$ cat src/core/sbcs_consts.vh
// Constants for the power-up and fault sequencer.
// Assumes a 100 MHz core clock; included by its bare name.
`ifndef SBCS_CONSTS_VH
`define SBCS_CONSTS_VH
`define SBCS_CLK_HZ 100000000
`define SBCS_ARM_TIMEOUT_MS 350
`define SBCS_ARM_TIMEOUT_CYC (`SBCS_ARM_TIMEOUT_MS * (`SBCS_CLK_HZ / 1000))
`define SBCS_SLEEP_RESET_MS 100
`define SBCS_SLEEP_RESET_CYC (`SBCS_SLEEP_RESET_MS * (`SBCS_CLK_HZ / 1000))
`define SBCS_RST_PULSE_CYC 16
`define SBCS_ST_SUPPLY_LOW 3
`define SBCS_ST_HS_OVERTEMP 2
`define SBCS_ST_TEMP_WARN 1
`define SBCS_ST_BUS_FAIL 0
`define SBCS_STATUS_RESET 4'h0
`define SBCS_MASK_RESET 4'h0
`define SBCS_LP_STOP 1'b0
`define SBCS_LP_SLEEP 1'b1
`endif

$ cat src/core/sbcs_sequencer.v
// Mode sequencer: power-up, watchdog arming and regulator fault handling.
// Assumes the serial interface gives one-cycle write strobes in clk domain.
// How it works
// - Four status bits mirror supply low, switch hot, temp warn, bus fail.
// - Power-up enters normal-request: main on, secondary off, bus TX/RX.
// - No timing write within 350 ms in normal-request gives a reset.
// - The watchdog-fault output is held low until the first timing write or an under-voltage.
// - The first timing write enters normal mode with all supplies up.
// - A missed refresh in normal mode resets back to normal-request.
// - Under-voltage with stop selected enters reset, int low, fault high.
// - When that fault clears the device restarts in normal-request.
// - Under-voltage with sleep selected, battery flag clear holds 100 ms.
// - After those 100 ms the device sleeps with both supplies off.
// - A masked-in status condition drives the interrupt output low, except in sleep, where the output keeps its value.
`timescale 1ns/1ps
`include "sbcs_consts.vh"
module sbcs_sequencer
#(
   parameter ARM_TIMEOUT_CYC = `SBCS_ARM_TIMEOUT_CYC,
   parameter SLEEP_RESET_CYC = `SBCS_SLEEP_RESET_CYC,
   parameter RST_PULSE_CYC = `SBCS_RST_PULSE_CYC
)
(
   input wire clk,
   input wire rst,
   input wire ce,
   input wire supply_low_pin,
   input wire highside_overtemp_pin,
   input wire main_reg_temp_pin,
   input wire bus_failure_pin,
   input wire main_reg_undervolt_pin,
   input wire watchdog_timing_wr,
   input wire watchdog_refresh_missed,
   input wire lowpower_sleep_sel,
   input wire battery_fail_flag,
   input wire mask_wr,
   input wire [3:0] mask_wdata,
   output reg [3:0] interrupt_source_status,
   output reg reset_out_n,
   output reg interrupt_out_n,
   output reg watchdog_fault_out,
   output reg main_reg_on,
   output reg secondary_tracking_supply,
   output reg transmit_receive,
   output reg [4:0] mode_state
);
   localparam S_NREQ = 5'h01;
   localparam S_NORM = 5'h02;
   localparam S_RSTP = 5'h04;
   localparam S_UVRST = 5'h08;
   localparam S_SLEEP = 5'h10;

   ////////////////////////////////////////////////////////////////////
   wire [4:0] cond;
   reg [3:0] mask;
   reg [31:0] timer;
   reg [31:0] next_timer;
   reg [4:0] next_state;
   reg uv_sleep_path;
   reg next_uv_sleep_path;
   wire uv;
   wire [3:0] flags;

   // Interrupt level for a set of conditions and a mask, active low.
   // Shared by every mode that lets the mask decide the pin.
   function int_level_n;
      input [3:0] f;
      input [3:0] m;
      begin
         int_level_n = ~|(f & m);
      end
   endfunction

   sbcs_sync #(.WIDTH(5)) u_sync
   (
      .clk(clk),
      .rst(rst),
      .ce(ce),
      .async_in({main_reg_undervolt_pin, supply_low_pin,
                 highside_overtemp_pin, main_reg_temp_pin,
                 bus_failure_pin}),
      .sync_out(cond)
   );

   assign uv = cond[4];
   assign flags = cond[3:0];

   ////////////////////////////////////////////////////////////////////
   // Next-state logic. Under-voltage outranks watchdog events, since a
   // dead main regulator makes the host's writes meaningless.
   always @*
   begin
      next_state = mode_state;
      next_timer = timer + 32'h1;
      next_uv_sleep_path = uv_sleep_path;
      case (mode_state)
         S_NREQ, S_NORM:
         begin
            if (uv)
            begin
               next_state = S_UVRST;
               next_timer = 32'h0;
               // Sleep path only when the battery flag is clear.
               next_uv_sleep_path = lowpower_sleep_sel &
                                    ~battery_fail_flag;
            end
            else if (mode_state == S_NREQ && watchdog_timing_wr)
            begin
               next_state = S_NORM;
               next_timer = 32'h0;
            end
            else if (mode_state == S_NREQ &&
                     timer >= ARM_TIMEOUT_CYC - 1)
            begin
               next_state = S_RSTP;
               next_timer = 32'h0;
            end
            else if (mode_state == S_NORM && watchdog_refresh_missed)
            begin
               next_state = S_RSTP;
               next_timer = 32'h0;
            end
            else if (mode_state == S_NORM)
               next_timer = 32'h0;
         end
         S_RSTP:
         begin
            if (timer >= RST_PULSE_CYC - 1)
            begin
               next_state = S_NREQ;
               next_timer = 32'h0;
            end
         end
         S_UVRST:
         begin
            if (uv_sleep_path)
            begin
               if (timer >= SLEEP_RESET_CYC - 1)
                  next_state = S_SLEEP;
            end
            else if (!uv)
            begin
               next_state = S_NREQ;
               next_timer = 32'h0;
            end
         end
         S_SLEEP:
            next_timer = timer;
         default:
         begin
            next_state = S_NREQ;
            next_timer = 32'h0;
         end
      endcase
   end

   ////////////////////////////////////////////////////////////////////
   // Outputs are registered from the next state so they track the mode
   // with no extra cycle of lag.
   always @(posedge clk)
   begin
      if (rst)
      begin
         mode_state <= S_NREQ;
         timer <= 32'h0;
         uv_sleep_path <= 1'b0;
         mask <= `SBCS_MASK_RESET;
         interrupt_source_status <= `SBCS_STATUS_RESET;
         reset_out_n <= 1'b0;
         interrupt_out_n <= 1'b1;
         watchdog_fault_out <= 1'b0;
         main_reg_on <= 1'b1;
         secondary_tracking_supply <= 1'b0;
         transmit_receive <= 1'b1;
      end
      else if (ce)
      begin
         mode_state <= next_state;
         timer <= next_timer;
         uv_sleep_path <= next_uv_sleep_path;
         if (mask_wr)
            mask <= mask_wdata;
         interrupt_source_status <= flags;
         case (next_state)
            S_NREQ:
            begin
               reset_out_n <= 1'b1;
               watchdog_fault_out <= 1'b0;
               main_reg_on <= 1'b1;
               secondary_tracking_supply <= 1'b0;
               transmit_receive <= 1'b1;
               interrupt_out_n <= int_level_n(flags, mask);
            end
            S_NORM:
            begin
               reset_out_n <= 1'b1;
               watchdog_fault_out <= 1'b1;
               main_reg_on <= 1'b1;
               secondary_tracking_supply <= 1'b1;
               transmit_receive <= 1'b1;
               interrupt_out_n <= int_level_n(flags, mask);
            end
            S_RSTP:
            begin
               reset_out_n <= 1'b0;
               watchdog_fault_out <= 1'b0;
               secondary_tracking_supply <= 1'b0;
               interrupt_out_n <= int_level_n(flags, mask);
            end
            S_UVRST:
            begin
               reset_out_n <= 1'b0;
               interrupt_out_n <= 1'b0;
               watchdog_fault_out <= 1'b1;
            end
            S_SLEEP:
            begin
               main_reg_on <= 1'b0;
               secondary_tracking_supply <= 1'b0;
               transmit_receive <= 1'b0;
            end
            default:
               reset_out_n <= 1'b0;
         endcase
      end
   end
endmodule

$ cat src/core/sbcs_sync.v
// Two-flop synchroniser bank for asynchronous condition inputs.
// Assumes the inputs are levels from outside the clock domain.
`timescale 1ns/1ps
module sbcs_sync
#(
   parameter WIDTH = 8
)
(
   input wire clk,
   input wire rst,
   input wire ce,
   input wire [WIDTH-1:0] async_in,
   output reg [WIDTH-1:0] sync_out
);
   reg [WIDTH-1:0] meta;
   always @(posedge clk)
   begin
      if (rst)
      begin
         meta <= {WIDTH{1'b0}};
         sync_out <= {WIDTH{1'b0}};
      end
      else if (ce)
      begin
         meta <= async_in;
         sync_out <= meta;
      end
   end
endmodule

$ cat config.mk
export PLATFORM = sky130hd
export DESIGN_NAME = sbcs_sequencer
export DESIGN_NICKNAME = d
export VERILOG_FILES = /design/src/core/sbcs_sequencer.v /design/src/core/sbcs_sync.v
export VERILOG_INCLUDE_DIRS = /design/src /design/src/core
export SDC_FILE = /design/constraint.sdc
export NUM_CORES = 1
export LEC_CHECK = 0
export ABC_AREA = 1
export BUFFER_PORTS_ARGS = -buffer_cell sky130_fd_sc_hd__buf_4
export CORE_MARGIN = 2
export CORE_UTILIZATION = 30
export DETAILED_ROUTE_END_ITERATION = 10
export MAX_ROUTING_LAYER = met4
export PLACE_DENSITY_LB_ADDON = 0.12
export SYNTH_ARGS = -nofsm -noshare
export SYNTH_HDL_FRONTEND = slang
export SYNTH_SLANG_ARGS = --single-unit
$ cat constraint.sdc
create_clock -name clk -period 1.9 [get_ports clk]
set_clock_uncertainty 0.15 [all_clocks]
set_input_delay 0 -clock clk [delete_from_list [all_inputs] [get_ports clk]]
set_output_delay 0 -clock clk [all_outputs]
set_load 0.1 [all_outputs]
; Word-level counts from Yosys, hierarchy flattened
; Index checks and enable logic that the tools add are counted.
[word_totals]
out_inout_bits = 15
word_cells = 77
ff_bits = 61
[op_classes]
muxes = 23
order_cmp = 3
reduce_logical = 23
add_sub_neg = 1
eq_ne = 10
bitwise = 5
[ops]
columns = cell, count
row1 = two-way mux 32 bit, 8
row2 = case mux 32 bit (4 select lines), 1
row3 = two-way mux 5 bit, 8
row4 = "adder 32 x 1 -> 32 bit, second input constant", 1
row5 = "greater-or-equal comparator 32 x 24 -> 1 bit, second input constant", 1
row6 = "greater-or-equal comparator 32 x 26 -> 1 bit, second input constant", 1
row7 = "greater-or-equal comparator 32 x 4 -> 1 bit, second input constant", 1
row8 = case mux 5 bit (4 select lines), 1
row9 = AND reduction 2 bit, 7
row10 = "== test 5 x 1 -> 1 bit, second input constant", 2
row11 = "== test 5 x 2 -> 1 bit, second input constant", 2
row12 = "== test 5 x 3 -> 1 bit, second input constant", 2
row13 = "== test 5 x 4 -> 1 bit, second input constant", 2
row14 = "== test 5 bit, second input constant", 2
row15 = case mux 1 bit (2 select lines), 5
row16 = nonzero test 2 bit, 4
row17 = OR reduction 2 bit, 4
row18 = OR reduction 3 bit, 2
row19 = AND 4 bit, 1
row20 = OR reduction 4 bit, 1
row21 = logical AND 1 bit, 3
row22 = inverter 1 bit, 3
row23 = AND reduction 3 bit, 1
row24 = AND 1 bit, 1
row25 = zero test 1 bit, 1

; Logic depth before layout (Yosys ltp)
[depth]
depth_word = 11
mapped_depth = 16
depth_no_buf = 16

; Cells and area by module
; A second synthesis with hierarchy kept.
[unflattened]
hier_cells = 616
area_unflattened_um2 = 4106.4
[by_module_without_submodules]
columns = mod, seq_area_each_um2, area_per_inst_um2, cells_per_inst, instances
row1 = sbcs_sequencer, 1021.0, 3687.3, 553, 1
row2 = sbcs_sync, 200.2, 419.2, 63, 1

; Worst setup path before layout
; Ideal clock, no wire load.
[synth_timing]
kind = register to register
start = register mode_state[1]
end = register timer[16]
arrival_ps = 2122
period_less_slack_ps = 2343
path_buffers = 1
stages_incl_launch_ff = 8
slack_ps = -443
cell_sequence = dfxtp_1 > nor2_1 > nand3_1 > nand2_1 > nor2_1 > clkbuf_1 > nand3_1 > a21oi_1
[synth_between]
elab_chain_len = 7
[synth_lines]
columns = item, line
row1 = start: declaration, sbcs_sequencer.v:45  ; output reg [4:0] mode_state
row2 = start signal: assignment, sbcs_sequencer.v:178  ; mode_state <= next_state;
row3 = == test 5 x 2 -> 1 bit, "sbcs_sequencer.v:96, sbcs_sequencer.v:118, sbcs_sequencer.v:123"
row4 = two-way mux 32 bit / logical AND 1 bit (equally long branches), "sbcs_sequencer.v:123, sbcs_sequencer.v:118"
row5 = two-way mux 32 bit, sbcs_sequencer.v:118  ; else if (mode_state == S_NORM && watchdog_refresh_missed)
row6 = two-way mux 32 bit, sbcs_sequencer.v:112  ; else if (mode_state == S_NREQ &&
row7 = two-way mux 32 bit, sbcs_sequencer.v:107  ; else if (mode_state == S_NREQ && watchdog_timing_wr)
row8 = two-way mux 32 bit, sbcs_sequencer.v:99  ; if (uv)
row9 = case mux 32 bit (4 select lines), sbcs_sequencer.v:96  ; case (mode_state)
row10 = end signal: assignment, sbcs_sequencer.v:179  ; timer <= next_timer;
row11 = end: declaration, sbcs_sequencer.v:56  ; reg [31:0] timer;
; Parallel ways exist; a longest one is shown, timed or not.
; A chain may end at the register's enable or synchronous reset.

; Worst setup path after layout
[layout_timing]
start = register timer[0]
end = register timer[5]
[layout_between]
elab_chain_len = 7
[layout_lines]
columns = item, line
row1 = adder 32 x 1 -> 32 bit, sbcs_sequencer.v:94  ; next_timer = timer + 32'h1;
row2 = two-way mux 32 bit, sbcs_sequencer.v:123  ; else if (mode_state == S_NORM)
row3 = two-way mux 32 bit, sbcs_sequencer.v:118
row4 = two-way mux 32 bit, sbcs_sequencer.v:112
row5 = two-way mux 32 bit, sbcs_sequencer.v:107
row6 = two-way mux 32 bit, sbcs_sequencer.v:99
row7 = case mux 32 bit (4 select lines) *, sbcs_sequencer.v:96
; Every way passes the cells marked *; elsewhere a longest branch is shown, timed or not.

==> run metrics <==
synth warn 0; post-route design area 5840 um^2; die area 13500 um^2; critical-path maximum fanout 8; Core Region 12200 um^2; # port buffers 31; Final period util 101%; die width 116 um; Crit Reg-Reg Startpoint timer[0]; initial antenna violation count 0; CP delay by family, top simple AND/OR/NAND/NOR gates; Max stage delay on crit path 0.35 ns; minimum clock period 1.92 ns; status finished, violations left; R2R depth 12; 1st-iter DRT viols 270; worst path cell trace ha_4 > nand2_4 > nor2_4 > inv_2 > nand3_2 > nor2_4 > buf_4 > a21oi_4 > buf_12 > nand2_8 > nand3_1 > a21oi_2; CTS root buffer clkbuf_16; Distinct cells, synth 35; Worst setup EP type flip-flop; Final nets 733; Max Slew Vio Count 0; vias per std cell 4.80; Hold Vio Cnt, Final 7; fmax 520 MHz; most common cell after layout, fill and taps aside nand2_1; Area after DPL 4680 um^2; DRC 0; cell mode on critical path nor2_4; post-synthesis instance area 3770 um^2; WP data arrival 1.98 ns; clk sinks 61; Worst EP required 1.96 ns; die height 116 um; clock-pin slew on the worst setup and hold paths 0.06 ns; Worst setup endpoint timer[5]; post-route ant nets 0; Worst-Margin Slew 0.516 ns; gr ovfl total 0; fraction of layout cells with a size suffix above 1 35.3%; WL final 12500 um; syn_area_per_cell 6.46 um^2; slowest CP cell dfxtp_2; Row Count 40; per-cell routed wire length 14.1 um; P_leak 0.00254 uW; worst vdd ir 0.000522 V; global-route usage over all layers 19.8%; CP bufs+invs 3; # Max-Cap Violations 0; CTS H-Tree Depth 3; RePlAce Congestion 0.900; clk buf depth 2; Clock Latency Late Sink 0.35 ns; Num CTS Buffers 9; startpoint types flip-flop; PwrDens 647 nW/um^2; failing checks negative hold slack, negative setup slack; RR Endpoint timer[5]; kind of critical path flip-flop to flip-flop; initial core utilization 31.0%; WHS -0.0971 ns; critical path depth 12; register area share after synthesis 32.4%; routed vias 4262; critical path launch point timer[0]; largest net degree at the start of global routing 40; Worst R2R Setup Slack -0.02 ns; min-delay worst type input port to flip-flop; Mapped Cells 584; Antenna Cells 0; area grow syn2layout 55.0%; Rel. slew slack 65.6%; Final setup viols 21; Seq cells post-synth 61; PnR worst setup slack -0.0248 ns; CTS tree yes; Pre-antenna DRT Iters 5; first-pass GRT wire length 19900 um; Mapped Nets 602; Hold Buf Count CTS 32; vias in the first global route 4159; Detail Placement HPWL 8150 um; most frequent cells in the layout nand2_1, buf_4, nor2_1; Hold Crit Start ce; TNS Setup -0.249 ns; I/O Pins 32; RSZ-0062 raised after global routing true
synthesized netlist by cell type:
cell	number	area share, %
nand2_2	5	0.83
ha_1	1	0.33
a22oi_1	1	0.20
xor2_1	21	4.9
o21ai_0	25	3.3
inv_2	6	0.60
o211a_1	1	0.27
buf_2	7	0.93
nand2_1	140	14
dfxtp_1	61	32
xnor2_1	4	0.93
buf_6	7	2.1
nor2_4	1	0.30
a221oi_1	1	0.23
a211oi_1	2	0.40
inv_1	53	5.3
clkbuf_1	13	1.3
nand3b_4	1	0.53
o21bai_1	1	0.20
buf_1	2	0.20
and3_1	1	0.17
nor3_2	4	1.1
a21oi_2	1	0.23
buf_4	2	0.40
nand3_1	37	4.9
nand2_4	1	0.30
nor3_1	20	2.7
nor3b_1	1	0.20
nand3b_1	17	3.4
nor2_2	3	0.50
nand4_1	13	2.2
nor4_2	1	0.33
a22o_1	1	0.23
a21oi_1	45	6.0
nor2_1	84	8.4
logic make-up (layout without fill, tap and decap cells):
logic type | after synthesis | after routing | share of synthesized area (%)
adders and majority gates | 1 | 1 | 0.332
xor gates and xnor gates | 25 | 25 | 5.81
AOI/OAI and AO/OA | 78 | 78 | 11.1
and+or+nand+nor | 329 | 332 | 39.6
DFF | 61 | 61 | 32.4
buffers and inverters | 90 | 223 | 10.8
power breakdown:
group | switching, uW | internal, uW | leakage [uW]
Combinational | 474 | 246 | 0.00188
Clock | 622 | 1090 | 0.000155
Sequential | 29.2 | 1320 | 0.000508
worst reg2reg max path, stage by stage, from the launching register on:
cell and delay [ns]:
dfxtp_2 0.35, ha_4 0.15, nand2_4 0.05, nor2_4 0.11, inv_2 0.07, nand3_2 0.11, nor2_4 0.06, buf_4 0.13
a21oi_4 0.16, buf_12 0.17, nand2_8 0.12, nand3_1 0.11, a21oi_2 0.06
stage by stage:
step	hold WS [ns]	utilization [%]	cells	total power [uW]	setup WS [ns]
final	-0.0971	48.1	888	3780	-0.0248
after detailed placement	0.0812	38.5	834	1890	-0.198
after global placement	0.0723	38.5	834	1890	-0.161
after global routing	-0.0768	48.1	888	3940	-0.169
after CTS	-0.102	45.8	888	3780	-0.0427
after floorplan	-0.0151	-	584	1750	0.0307
registers in the layout (all words and copies together), names as in the netlist:
name                       count
timer                         32
mode_state                     5
u_sync.meta                    5
u_sync.sync_out                5
interrupt_source_status        4
mask                           4
interrupt_out_n                1
reset_out_n                    1
secondary_tracking_supply      1
transmit_receive               1
uv_sleep_path                  1
watchdog_fault_out             1
metal layers:
layer  up-vias  GRT usage (%)  part of all wire [%]
met4         0           7.78                   2.0
met3        22           3.68                   4.6
met5         -              -                     0
met1      1991           24.4                    46
met2        98           32.3                    47
li1       2151              -                     -
worst min-delay path by stage:
stage	to	depth (start not counted)
after floorplan	u_sync.meta[0]	2
after detailed placement	u_sync.meta[2]	3
after CTS	watchdog_fault_out	3
after global routing	mode_state[1]	2
final	watchdog_fault_out	3
after global placement	u_sync.meta[1]	3
layout make-up:
type | count | area, um^2
Clock inverter | 5 | 57.6
Timing Repair Buffer | 148 | 1250
Multi-Input combinational cell | 436 | 2580
Clock buffer | 11 | 254
Fill cell | 1259 | 6320
Tap cell | 168 | 210
Sequential cell | 61 | 1260
Inverter | 59 | 226
repair_timing:
action	in CTS	in global routing
gates resized for setup	45	75
setup endpoints to repair	35	45
hold endpoints to repair	25	7
pin swaps	19	24
buffers inserted	3	3
gates cloned	3	1
Power figures use the tool's default switching activity.
